$ cat src/core/wdg_pkg.sv
// constants, register map and field layout of the window watchdog
package wdg_pkg;

	// register offsets (byte addresses)
	localparam logic [7:0]  OFS_RELOAD     = 8'h00;
	localparam logic [7:0]  OFS_CONTROL    = 8'h04;
	localparam logic [7:0]  OFS_STATUS     = 8'h08;
	localparam logic [7:0]  OFS_COUNT      = 8'h0c;
	localparam logic [7:0]  OFS_CLK_SRC    = 8'h10;
	localparam logic [7:0]  OFS_IRQ_MASK   = 8'h14;

	// control register layout
	localparam int          CTRL_EN_BIT    = 0;
	localparam int          CTRL_IE_BIT    = 1;
	localparam int          CTRL_PSEL_LSB  = 8;
	localparam int          CTRL_WIN_LSB   = 16;
	localparam int          CTRL_DBG_BIT   = 31;
	localparam logic [31:0] CTRL_RESET     = 32'h003f0800;

	// status / mask layout, count value layout
	localparam int          STAT_MATCH_BIT = 0;
	localparam int          STAT_RST_BIT   = 1;
	localparam int          CNT_LSB        = 0;
	localparam int          SRC_OSC_BIT    = 0;
	localparam logic [1:0]  MASK_RESET     = 2'h3;

	// counter, key and timing
	localparam int          CNT_W          = 6;
	localparam int          PSEL_W         = 4;
	localparam int          PRE_W          = 11;
	localparam logic [5:0]  CNT_TOP        = 6'h3f;
	localparam logic [5:0]  CNT_ZERO       = 6'h00;
	localparam logic [5:0]  CNT_STEP       = 6'h01;
	localparam logic [31:0] RELOAD_KEY     = 32'h00005aa5;
	localparam int          SYS_DIV        = 2048;
	localparam logic [10:0] SYS_DIV_LIMIT  = 11'(SYS_DIV - 1);
	localparam logic [1:0]  SYNC_LAST      = 2'h2;
	localparam logic [1:0]  SYNC_STEP      = 2'h1;

	// prescale factor minus one, for the terminal count of the prescaler
	function automatic logic [10:0] wdg_pre_limit(input logic [3:0] sel);
		case (sel)
			4'h0: wdg_pre_limit = 11'h000;
			4'h1: wdg_pre_limit = 11'h001;
			4'h2: wdg_pre_limit = 11'h003;
			4'h3: wdg_pre_limit = 11'h007;
			4'h4: wdg_pre_limit = 11'h00f;
			4'h5: wdg_pre_limit = 11'h01f;
			4'h6: wdg_pre_limit = 11'h03f;
			4'h7: wdg_pre_limit = 11'h07f;
			4'h8: wdg_pre_limit = 11'h0bf;
			4'h9: wdg_pre_limit = 11'h0ff;
			4'ha: wdg_pre_limit = 11'h17f;
			4'hb: wdg_pre_limit = 11'h1ff;
			4'hc: wdg_pre_limit = 11'h2ff;
			4'hd: wdg_pre_limit = 11'h3ff;
			4'he: wdg_pre_limit = 11'h5ff;
			default: wdg_pre_limit = 11'h7ff;
		endcase
	endfunction : wdg_pre_limit

endpackage : wdg_pkg

$ cat src/core/wdg_tick_gen.sv
// counting divider that pulses once every limit+1 steps
module wdg_tick_gen
	import wdg_pkg::*;
#(
	parameter int W = PRE_W
) (
	input  wire logic         core_clk,
	input  wire logic         sys_rst,
	input  wire logic         clk_en,
	input  wire logic         clear,
	input  wire logic         step,
	input  wire logic [W-1:0] limit,
	output logic              tick
);

	typedef struct packed {
		logic [W-1:0] cnt;
		logic         tick;
	} wdg_tick_state_t;

	wdg_tick_state_t s_q;
	wdg_tick_state_t s_d;

	// count steps, wrap at limit; clear restarts the period
	always_comb begin
		s_d      = s_q;
		s_d.tick = 1'b0;
		if (clear) begin
			s_d.cnt = '0;
		end else if (step) begin
			if (s_q.cnt >= limit) begin
				s_d.cnt  = '0;
				s_d.tick = 1'b1;
			end else begin
				s_d.cnt = s_q.cnt + W'(1);
			end
		end
	end

	// frozen while the clock enable is low
	always_ff @(posedge core_clk) begin
		if (sys_rst) begin
			s_q <= '0;
		end else if (clk_en) begin
			s_q <= s_d;
		end
	end

	assign tick = s_q.tick;

endmodule : wdg_tick_gen

$ cat src/core/wdg_window_dog.sv
// window watchdog: 6-bit down counter, reload window, reset and irq
//
// Behaviour
// clock from core/2048 or 10 kHz oscillator
// prescale select decodes to sixteen factors
// longest time-out is factor times 64; counter here runs 63 steps to zero
// enable starts counter at 0x3f, counts down
// control register takes only one write
// enable bit low stops the counter
// status bit 0 sets on match, write-one clears
// match interrupt when flag and enable set
// key write reloads counter to 0x3f
// counter reaching zero requests system reset
// key above window requests reset at once
// reload lands three watchdog clocks after write
// software keeps window at least 3 or 2
// control bit 31 low freezes on debug halt
// status bit 1 flags watchdog reset, write-one clears
// window bits 21:16, prescale bits 11:8
// live counter in count register bits 5:0
// writes other than key are ignored
module wdg_window_dog
	import wdg_pkg::*;
#(
	parameter int AW = 8
) (
	input  wire logic          core_clk,
	input  wire logic          sys_rst,
	input  wire logic          clk_en,
	input  wire logic [AW-1:0] reg_addr,
	input  wire logic [31:0]   reg_wdata,
	input  wire logic          reg_wr,
	input  wire logic          reg_rd,
	output logic      [31:0]   reg_rdata,
	input  wire logic          osc_10k,
	input  wire logic          cpu_halted,
	output logic               irq,
	output logic               reset_req
);

	typedef struct packed {
		logic              ctrl_locked;
		logic              counter_enable;
		logic              match_irq_enable;
		logic              debug_halt_ignore;
		logic [CNT_W-1:0]  window_compare;
		logic [PSEL_W-1:0] prescale_select;
		logic [CNT_W-1:0]  down_count_value;
		logic              match_flag;
		logic              reset_occurred_flag;
		logic [1:0]        irq_mask;
		logic              src_osc;
		logic              reload_pend;
		logic [1:0]        sync_cnt;
		logic              rst_req;
		logic              irq;
		logic [31:0]       rdata;
		logic [2:0]        osc_sync;
	} wdg_state_t;

	wdg_state_t s_q;
	wdg_state_t s_d;

	logic             div_tick;
	logic             pre_tick;
	logic             wd_tick;
	logic             osc_edge;
	logic             running;
	logic             pre_clear;
	logic [PRE_W-1:0] pre_limit;
	logic             wr_reload;
	logic             wr_ctrl;
	logic             wr_status;
	logic             key_ok;
	logic             reload_now;
	logic             cnt_dec;
	logic [CNT_W-1:0] cnt_next;

	// fixed divide-by-2048 of the core clock
	wdg_tick_gen #(
		.W (PRE_W)
	) u_sys_div (
		.core_clk (core_clk),
		.sys_rst  (sys_rst),
		.clk_en   (clk_en),
		.clear    (1'b0),
		.step     (1'b1),
		.limit    (SYS_DIV_LIMIT),
		.tick     (div_tick)
	);

	// oscillator edge seen only after the second sync stage
	assign osc_edge = s_q.osc_sync[1] & ~s_q.osc_sync[2];

	// one watchdog clock period per pulse, from either source
	assign wd_tick = s_q.src_osc ? osc_edge : div_tick;

	// counting needs enable, no pending reset, and no debugger hold
	assign running = s_q.counter_enable & ~s_q.rst_req
		& (s_q.debug_halt_ignore | ~cpu_halted);

	// prescaler restarts on a reload so each period starts full
	assign pre_limit = wdg_pre_limit(s_q.prescale_select);
	assign pre_clear = ~s_q.counter_enable | reload_now;

	// 63 counter steps of factor watchdog clocks each
	wdg_tick_gen #(
		.W (PRE_W)
	) u_prescale (
		.core_clk (core_clk),
		.sys_rst  (sys_rst),
		.clk_en   (clk_en),
		.clear    (pre_clear),
		.step     (wd_tick & running),
		.limit    (pre_limit),
		.tick     (pre_tick)
	);

	// register write decode
	assign wr_reload = reg_wr & (reg_addr == AW'(OFS_RELOAD));
	assign wr_ctrl   = reg_wr & (reg_addr == AW'(OFS_CONTROL));
	assign wr_status = reg_wr & (reg_addr == AW'(OFS_STATUS));
	assign key_ok    = wr_reload & (reg_wdata == RELOAD_KEY);

	// reload lands on the third watchdog clock after the key write
	assign reload_now = s_q.reload_pend & wd_tick & running
		& (s_q.sync_cnt == SYNC_LAST);

	// one step down on each prescaled tick, never below zero
	assign cnt_dec  = pre_tick & running
		& (s_q.down_count_value != CNT_ZERO);
	assign cnt_next = s_q.down_count_value - CNT_STEP;

	// next state of the whole block
	always_comb begin
		s_d       = s_q;
		s_d.rdata = '0;

		// two stages before any logic looks at the oscillator pin
		s_d.osc_sync = {s_q.osc_sync[1:0], osc_10k};

		// control accepts a single write; later writes are dropped
		if (wr_ctrl && !s_q.ctrl_locked) begin
			s_d.ctrl_locked       = 1'b1;
			s_d.counter_enable    = reg_wdata[CTRL_EN_BIT];
			s_d.match_irq_enable  = reg_wdata[CTRL_IE_BIT];
			s_d.debug_halt_ignore = reg_wdata[CTRL_DBG_BIT];
			s_d.window_compare    =
				reg_wdata[CTRL_WIN_LSB +: CNT_W];
			s_d.prescale_select   =
				reg_wdata[CTRL_PSEL_LSB +: PSEL_W];
		end

		// clock source and irq mask are free to change
		if (reg_wr && reg_addr == AW'(OFS_CLK_SRC)) begin
			s_d.src_osc = reg_wdata[SRC_OSC_BIT];
		end
		if (reg_wr && reg_addr == AW'(OFS_IRQ_MASK)) begin
			s_d.irq_mask = reg_wdata[1:0];
		end

		// counter: reload has priority over the step down
		if (reload_now) begin
			s_d.down_count_value = CNT_TOP;
			s_d.reload_pend      = 1'b0;
			s_d.sync_cnt         = '0;
		end else if (cnt_dec) begin
			s_d.down_count_value = cnt_next;
		end

		// sync counter advances per watchdog clock while pending
		if (s_q.reload_pend && !reload_now && wd_tick && running) begin
			s_d.sync_cnt = s_q.sync_cnt + SYNC_STEP;
		end

		// accepted key write: inside window starts the sync,
		// above the window trips the reset straight away
		if (key_ok && s_q.counter_enable && !s_q.rst_req) begin
			if (s_q.down_count_value > s_q.window_compare) begin
				s_d.rst_req = 1'b1;
			end else if (!s_q.reload_pend) begin
				s_d.reload_pend = 1'b1;
				s_d.sync_cnt    = '0;
			end
		end

		// running out before the reload lands is fatal
		if (cnt_dec && cnt_next == CNT_ZERO && !reload_now) begin
			s_d.rst_req = 1'b1;
		end

		// match flag: write-one clear, a same-cycle match wins
		if (wr_status && reg_wdata[STAT_MATCH_BIT]) begin
			s_d.match_flag = 1'b0;
		end
		if (cnt_dec && cnt_next == s_q.window_compare) begin
			s_d.match_flag = 1'b1;
		end

		// reset flag: raised with the request, write-one clears
		if (wr_status && reg_wdata[STAT_RST_BIT]) begin
			s_d.reset_occurred_flag = 1'b0;
		end
		if (s_d.rst_req && !s_q.rst_req) begin
			s_d.reset_occurred_flag = 1'b1;
		end

		// level interrupt; match also needs its enable bit
		s_d.irq = (s_q.match_flag & s_q.match_irq_enable
			& s_q.irq_mask[STAT_MATCH_BIT])
			| (s_q.reset_occurred_flag & s_q.irq_mask[STAT_RST_BIT]);

		// read data for the cycle after the strobe
		if (reg_rd) begin
			case (reg_addr)
				AW'(OFS_CONTROL): begin
					s_d.rdata[CTRL_EN_BIT]  = s_q.counter_enable;
					s_d.rdata[CTRL_IE_BIT]  = s_q.match_irq_enable;
					s_d.rdata[CTRL_DBG_BIT] = s_q.debug_halt_ignore;
					s_d.rdata[CTRL_WIN_LSB +: CNT_W] =
						s_q.window_compare;
					s_d.rdata[CTRL_PSEL_LSB +: PSEL_W] =
						s_q.prescale_select;
				end
				AW'(OFS_STATUS): begin
					s_d.rdata[STAT_MATCH_BIT] = s_q.match_flag;
					s_d.rdata[STAT_RST_BIT]   = s_q.reset_occurred_flag;
				end
				AW'(OFS_COUNT): begin
					s_d.rdata[CNT_LSB +: CNT_W] =
						s_q.down_count_value;
				end
				AW'(OFS_CLK_SRC): begin
					s_d.rdata[SRC_OSC_BIT] = s_q.src_osc;
				end
				AW'(OFS_IRQ_MASK): begin
					s_d.rdata[1:0] = s_q.irq_mask;
				end
				// reload key is write-only; unmapped reads as zero
				default: begin
					s_d.rdata = '0;
				end
			endcase
		end
	end

	// single state register, frozen when the clock enable is low
	always_ff @(posedge core_clk) begin
		if (sys_rst) begin
			s_q                     <= '0;
			s_q.counter_enable      <= CTRL_RESET[CTRL_EN_BIT];
			s_q.match_irq_enable    <= CTRL_RESET[CTRL_IE_BIT];
			s_q.debug_halt_ignore   <= CTRL_RESET[CTRL_DBG_BIT];
			s_q.window_compare      <= CTRL_RESET[CTRL_WIN_LSB +: CNT_W];
			s_q.prescale_select     <= CTRL_RESET[CTRL_PSEL_LSB +: PSEL_W];
			s_q.down_count_value    <= CNT_TOP;
			s_q.irq_mask            <= MASK_RESET;
		end else if (clk_en) begin
			s_q <= s_d;
		end
	end

	// all outputs straight from the state register
	assign reg_rdata = s_q.rdata;
	assign irq       = s_q.irq;
	assign reset_req = s_q.rst_req;

endmodule : wdg_window_dog
$ cat config.mk
export PLATFORM = sky130hd
export DESIGN_NAME = wdg_window_dog
export DESIGN_NICKNAME = d
export VERILOG_FILES = /design/src/core/wdg_pkg.sv /design/src/core/wdg_tick_gen.sv /design/src/core/wdg_window_dog.sv
export SDC_FILE = /design/constraint.sdc
export NUM_CORES = 1
export LEC_CHECK = 0
export ABC_AREA = 1
export BUFFER_PORTS_ARGS = -buffer_cell sky130_fd_sc_hd__buf_4
export CAP_MARGIN = 25
export CORE_ASPECT_RATIO = 0.6
export CORE_UTILIZATION = 29
export DETAILED_ROUTE_END_ITERATION = 6
export PLACE_DENSITY = 0.5
export SETUP_SLACK_MARGIN = 0.2
export SYNTH_ARGS = -nofsm -noshare
export SYNTH_HDL_FRONTEND = slang
export SYNTH_HIERARCHICAL = 1
export SYNTH_SLANG_ARGS = --single-unit
export TNS_END_PERCENT = 100
$ cat constraint.sdc
create_clock -name core_clk -period 3.92 [get_ports core_clk]
set_input_delay 0.784 -clock core_clk [delete_from_list [all_inputs] [get_ports core_clk]]
set_output_delay 0.784 -clock core_clk [all_outputs]
set_load 0.05 [all_outputs]
### Yosys cells after proc, flatten, opt, wreduce, memory -nomap -nowiden

Memory sizes are Yosys's and may differ from the RTL's. A register that Yosys moved wholly into a read port is not among the register bits.
Index checks and enable logic that the tools add are counted.

* word-level logic and storage cells: 121
* input bits: 47
* memories kept: 1
* output and inout bits: 34
* register bits: 89
* ROM bits: 176

Memories
* (name not given): words 16, bits a word 11, read ports 1, clocked after Yosys merged registers in 1, wr ports 0, RTL line wdg_pkg.sv:42 `case (sel)`

* equal/unequal tests: 8
* $lt $le $gt $ge: 3
* bitwise gates (word level): 23
* $add $sub $neg: 4
* mux-type cells: 30
* reduce and logical (&&, ||, !) cells: 31

Operators by type and width (number)
* two-way mux 11 bit: 3
* == test 32 x 15 -> 1 bit (second input constant): 1
* two-way mux 32 bit: 1
* adder 11 x 1 -> 11 bit (second input constant): 2
* two-way mux 4 bit: 5
* two-way mux 6 bit: 3
* bitwise AND 1 bit: 16
* == test 8 x 4 -> 1 bit (second input constant): 2
* == test 8 x 5 -> 1 bit (second input constant): 2
* logical AND 1 bit: 14
* AND reduction 2 bit: 7
* two-way mux 12 bit: 1
* greater-or-equal comparator 11 bit: 1
* greater-or-equal comparator 11 bit (second input constant): 1
* two-way mux 1 bit: 11
* two-way mux 3 bit: 3
* == test 8 x 3 -> 1 bit (second input constant): 1
* zero test 8 bit: 1
* nonzero test 2 bit: 4
* == test 6 bit: 1
* > comparator 6 bit: 1
* zero test 6 bit: 1
* nonzero test 6 bit: 1
* subtractor 6 x 1 -> 6 bit (second input constant): 1
* 8 further kinds: 15

### Longest topological paths before layout

* word-level depth: 18
* depth in mapped cells: 12
* mapped depth without buffers: 12

### Modules after synthesis

The synthesis kept the hierarchy.

Modules (own cells, without submodules)
* wdg_window_dog: area each 3251.9 um2, times used 1, cells an instance 463, sequential area each 1221.2 um2
* wdg_tick_gen: area each 1102.3 um2, times used 2, cells an instance 156, sequential area each 240.2 um2

### Worst setup path before layout

No wires, ideal clock.

* path kind: input to register
* start: input cpu_halted
* end: register u_prescale/s_q[1] in the netlist's numbering
* slack: 1.903 ns
* arrival: 1.895 ns
* data required time: 3.798 ns
* library setup time: 0.122 ns
* stages on the path: 10
* buffers on the path: 0
* cell sequence: nand2_1 nand2_1 nor2_2 nand2_1 nand2_1 inv_2 a21oi_2 inv_2 o21ai_0 a21oi_2

* longest elaborated chain between the ends: 8
* elaborated cells on any way between the ends: 10
* classes of those cells: mux (1); bitwise (7); reduce/logical (2)

Ends and longest elaborated chain
* from (decl): RTL line wdg_window_dog.sv:36 `input wire logic cpu_halted,`
* inverter 1 bit (*): RTL line wdg_window_dog.sv:100 `& (s_q.debug_halt_ignore | ~cpu_halted);`
* bitwise OR 1 bit (*): RTL line wdg_window_dog.sv:100
* bitwise AND 1 bit (*): RTL line wdg_window_dog.sv:100
* bitwise AND 1 bit (*): RTL line wdg_window_dog.sv:126 `assign reload_now = s_q.reload_pend & wd_tick & running`
* bitwise AND 1 bit (*): RTL line wdg_window_dog.sv:127 `& (s_q.sync_cnt == SYNC_LAST);`
* bitwise OR 1 bit (*): RTL line wdg_window_dog.sv:104 `assign pre_clear = ~s_q.counter_enable | reload_now;`
* named net pre_clear: RTL line wdg_window_dog.sv:69 `logic pre_clear;`
* nonzero test 2 bit (no source line)
* AND reduction 2 bit (no source line)
* to (signal assigned): RTL line wdg_tick_gen.sv:43 `s_q <= '0;`
* to (signal assigned): RTL line wdg_tick_gen.sv:45 `s_q <= s_d;`
* to (decl): RTL line wdg_tick_gen.sv:21 `wdg_tick_state_t s_q;`

Mark *: on every way through the listed nets, which the timed path passes. The rest lies on a longest branch.
A chain may end at the register's enable or synchronous reset.

### Worst setup path in the final report

* start: register s_q[63] in the netlist's numbering
* end: register u_prescale.s_q (netlist bit u_prescale/tick)

* longest elaborated chain between the ends: 6
* elaborated cells on any way between the ends: 9
* classes of those cells: mux (2); bitwise (7)

Ends and longest elaborated chain
* from (decl): RTL line wdg_window_dog.sv:61 `wdg_state_t s_q;`
* bitwise AND 1 bit: RTL line wdg_window_dog.sv:99 `assign running = s_q.counter_enable & ~s_q.rst_req`
* bitwise AND 1 bit: RTL line wdg_window_dog.sv:100
* bitwise AND 1 bit: RTL line wdg_window_dog.sv:126
* bitwise AND 1 bit: RTL line wdg_window_dog.sv:127
* bitwise OR 1 bit: RTL line wdg_window_dog.sv:104
* two-way mux 1 bit (*): RTL line wdg_tick_gen.sv:28 `if (clear) begin`

Every way passes the cells marked *; elsewhere a longest branch is shown, timed or not. The select of a mux whose other input is x is not followed.

==> impl_results.md <==
- Slew Viols, Final: 0
- Post-cts repair resize count: 0
- Finished Core Util: 34.8%
- Post-synth EDFFs: 0
- HPWL after detailed placement: 11300 microns
- Area of the core: 18300 sq um
- Postcts setup bufs: 0
- Max rail drop VDD: 0.186 mV
- Placer congestion estimate: 0.863
- Clock Latency Late Sink: 350 ps
- Worst Path Arrival: 2610 ps
- CP Capture Type: register
- Pint: 1.48 mW
- Minimum clock period: 2330 ps
- Initial DRC count: 286
- Worst-margin pin slew: 917 ps
- Core Rows: 38
- CTS clk-pin slew, worst paths: 70 ps
- Clock network power share: 47.4%
- CTS H-Tree Depth: 3
- Sequential share of power: 44.3%
- Worst setup SP type: register
- Largest net degree at the start of global routing: 43
- DIE AREA: 19400 sq um
- Layout cells sized above 1: 20.5%
- Largest cells by area after synthesis: dfxtp_1 (31%), nand2_1 (13%), ha_1 (7.8%)
- Seq cells post-synth: 85
- GRT Residual Overflow: 0
- Yosys cell types: 35
- Worst hold path type: reg -> reg
- Slew margin rel.: 38.8%
- Tcrit/Tclk final: 59.5%
- Worst reg2reg path depth: 8
- Most frequent cell after synthesis: nand2_1
- Initial antenna violation count: 0
- CTS Hold Buffers Added: 0
- Fmax: 428 MHz
- Outcome: complete, but fails checks
- Worst Path Max Fanout: 11
- NetSw: 487 uW
- Via count: 4705
- Fin Setup TNS: 0 ps
- Gr usage total: 15.8%
- Syn Area/Cell: 7.04 sq um
- Gate Count Post-Synth: 775
- # IOs: 81
- Top cells by count, synth: nand2_1 (185), inv_1 (107), dfxtp_1 (85)
- Max Root-Sink Buffers: 2
- Sw Share: 24.7%
- Skew final: 10.2 ps
- Root buffer cell: clkbuf_16
- Die Span Y: 108 microns
- Largest area contributor in the netlist: dfxtp_1
- Leakage: 3.00 nW
- TritonCTS clock tree: yes
- P&R area growth vs syn: 16.4%
- CTS Buf Count: 9
- CTS sink count: 85
- Nets: 914
- # diodes: 0
- RSZ-0062 raised after global routing: no
- Max_cap viols: 0
- Vias in the first global route: 4166
- Post-synthesis sequential area ratio: 31.2%
- First-pass GRT wire length: 23100 microns
- Setup violations, final: 0
- Buffers on Ports: 65
- Worst hold margin: 459 ps
- Wirelength per Cell: 13.3 microns
- Synth top area share: 31.2%
- Primary FF master, synth: dfxtp_1
- Required @ worst endpoint: 4190 ps
- Post-route DRC: 5
- Violated checks: DRC
- P per Cell Area: 310 nW/um^2
- Die Width: 179 microns
- Logic gate share of total power: 8.3%
- Synth warn: 6
- Initial Util: 29.9%
- FFs w/ async S/R, synth: 0%
- DRT Wirelength: 14400 microns
- DRT Pass-1 Iters: 7
- Fin. Hold Viols: 0
- Setup CP Type: reg -> reg
- Routed vias/inst: 4.36
- Hold Crit Depth: 2
- Mapped Area: 5460 sq um
- Number of antenna-violating nets in the routed design: 0
- # fillers: 1997
## cell families after synthesis
family | Yosys count | synth area share (%)
DFF | 85 | 31.2
other | 2 | 0.138
and+or+nand+nor | 370 | 32.1
buffers and inverters | 167 | 14.4
AOI/OAI and AO/OA | 103 | 12.2
xor gates and xnor gates | 14 | 2.25
adders and majority gates | 34 | 7.80
## cells in the final DEF (no fill, tap or decap), drive strengths merged, types with 8 or more instances in the layout
cell type | synthesis | layout
conb | 2 | 30
ha | 34 | 34
nand2 | 198 | 198
a21oi | 65 | 65
nor2 | 80 | 80
buf | 42 | 67
dfxtp | 85 | 85
inv | 119 | 121
o211ai | 8 | 8
nand3 | 73 | 73
o21ai | 26 | 26
xor2 | 11 | 11
clkbuf | 6 | 9
## worst max-delay path, cell delays in order (launching register included)
cell and delay (ps):
dfxtp_1 420, inv_1 80, nor2_1 240, nand2_1 190, a211oi_1 260, inv_1 150, nor3_4 540, o21ai_0 200
a21oi_1 170
## cell type report
type	count	area, sq um	area share [%]
flip-flops and latches	85	1700	26.8
repair buffers	67	503	7.92
well taps	240	300	4.73
clock buffers	9	225	3.55
inverters	119	447	7.03
multi-input cells	551	3080	48.4
clock inverters	7	97.6	1.54
## worst paths after layout
kind              startpoint              end  slack [ps]
setup reg to reg     s_q[63]  u_prescale/tick        1590
setup / recovery     s_q[63]  u_prescale/tick        1590
hold / removal        s_q[2]           s_q[2]         460
hold reg to reg       s_q[2]           s_q[2]         460
## metal layers
layer / up-vias / wire length (microns) / track usage (%)
met5: - / 0 / 0
met4: 0 / 123 / 2.72
met3: 9 / 1050 / 4.32
met2: 144 / 4730 / 19.1
met1: 2041 / 8460 / 26.0
li1: 2511 / - / -
## power by group through the flow
stage	combinational, mW	sequential [mW]	clock [mW]
floorplan	0.111	0.892	0
global placement	0.164	0.892	0
detailed placement	0.163	0.892	0
CTS	0.164	0.872	0.953
global route	0.181	0.872	0.998
finish	0.163	0.872	0.933
## through the flow
step	setup WS [ps]	instance area [sq um]	total power [mW]	instances
floorplan	1900	5560	1.00	803
global placement	1480	6030	1.06	1062
detailed placement	1410	6030	1.06	1062
CTS	1670	6350	1.99	1078
global route	1400	6350	2.05	1078
finish	1590	6350	1.97	1078
## registers in the layout, indices dropped and copies added, names as in the netlist
name	cells
irq	1
s_q	29
u_sys_div/s_q	11
u_sys_div/tick	1
reg_rdata	17
reset_req	1
s_d	2
u_prescale/tick	1
u_prescale/s_q	11
pre_limit	11
No activity file was read; power rests on OpenSTA's default activity.
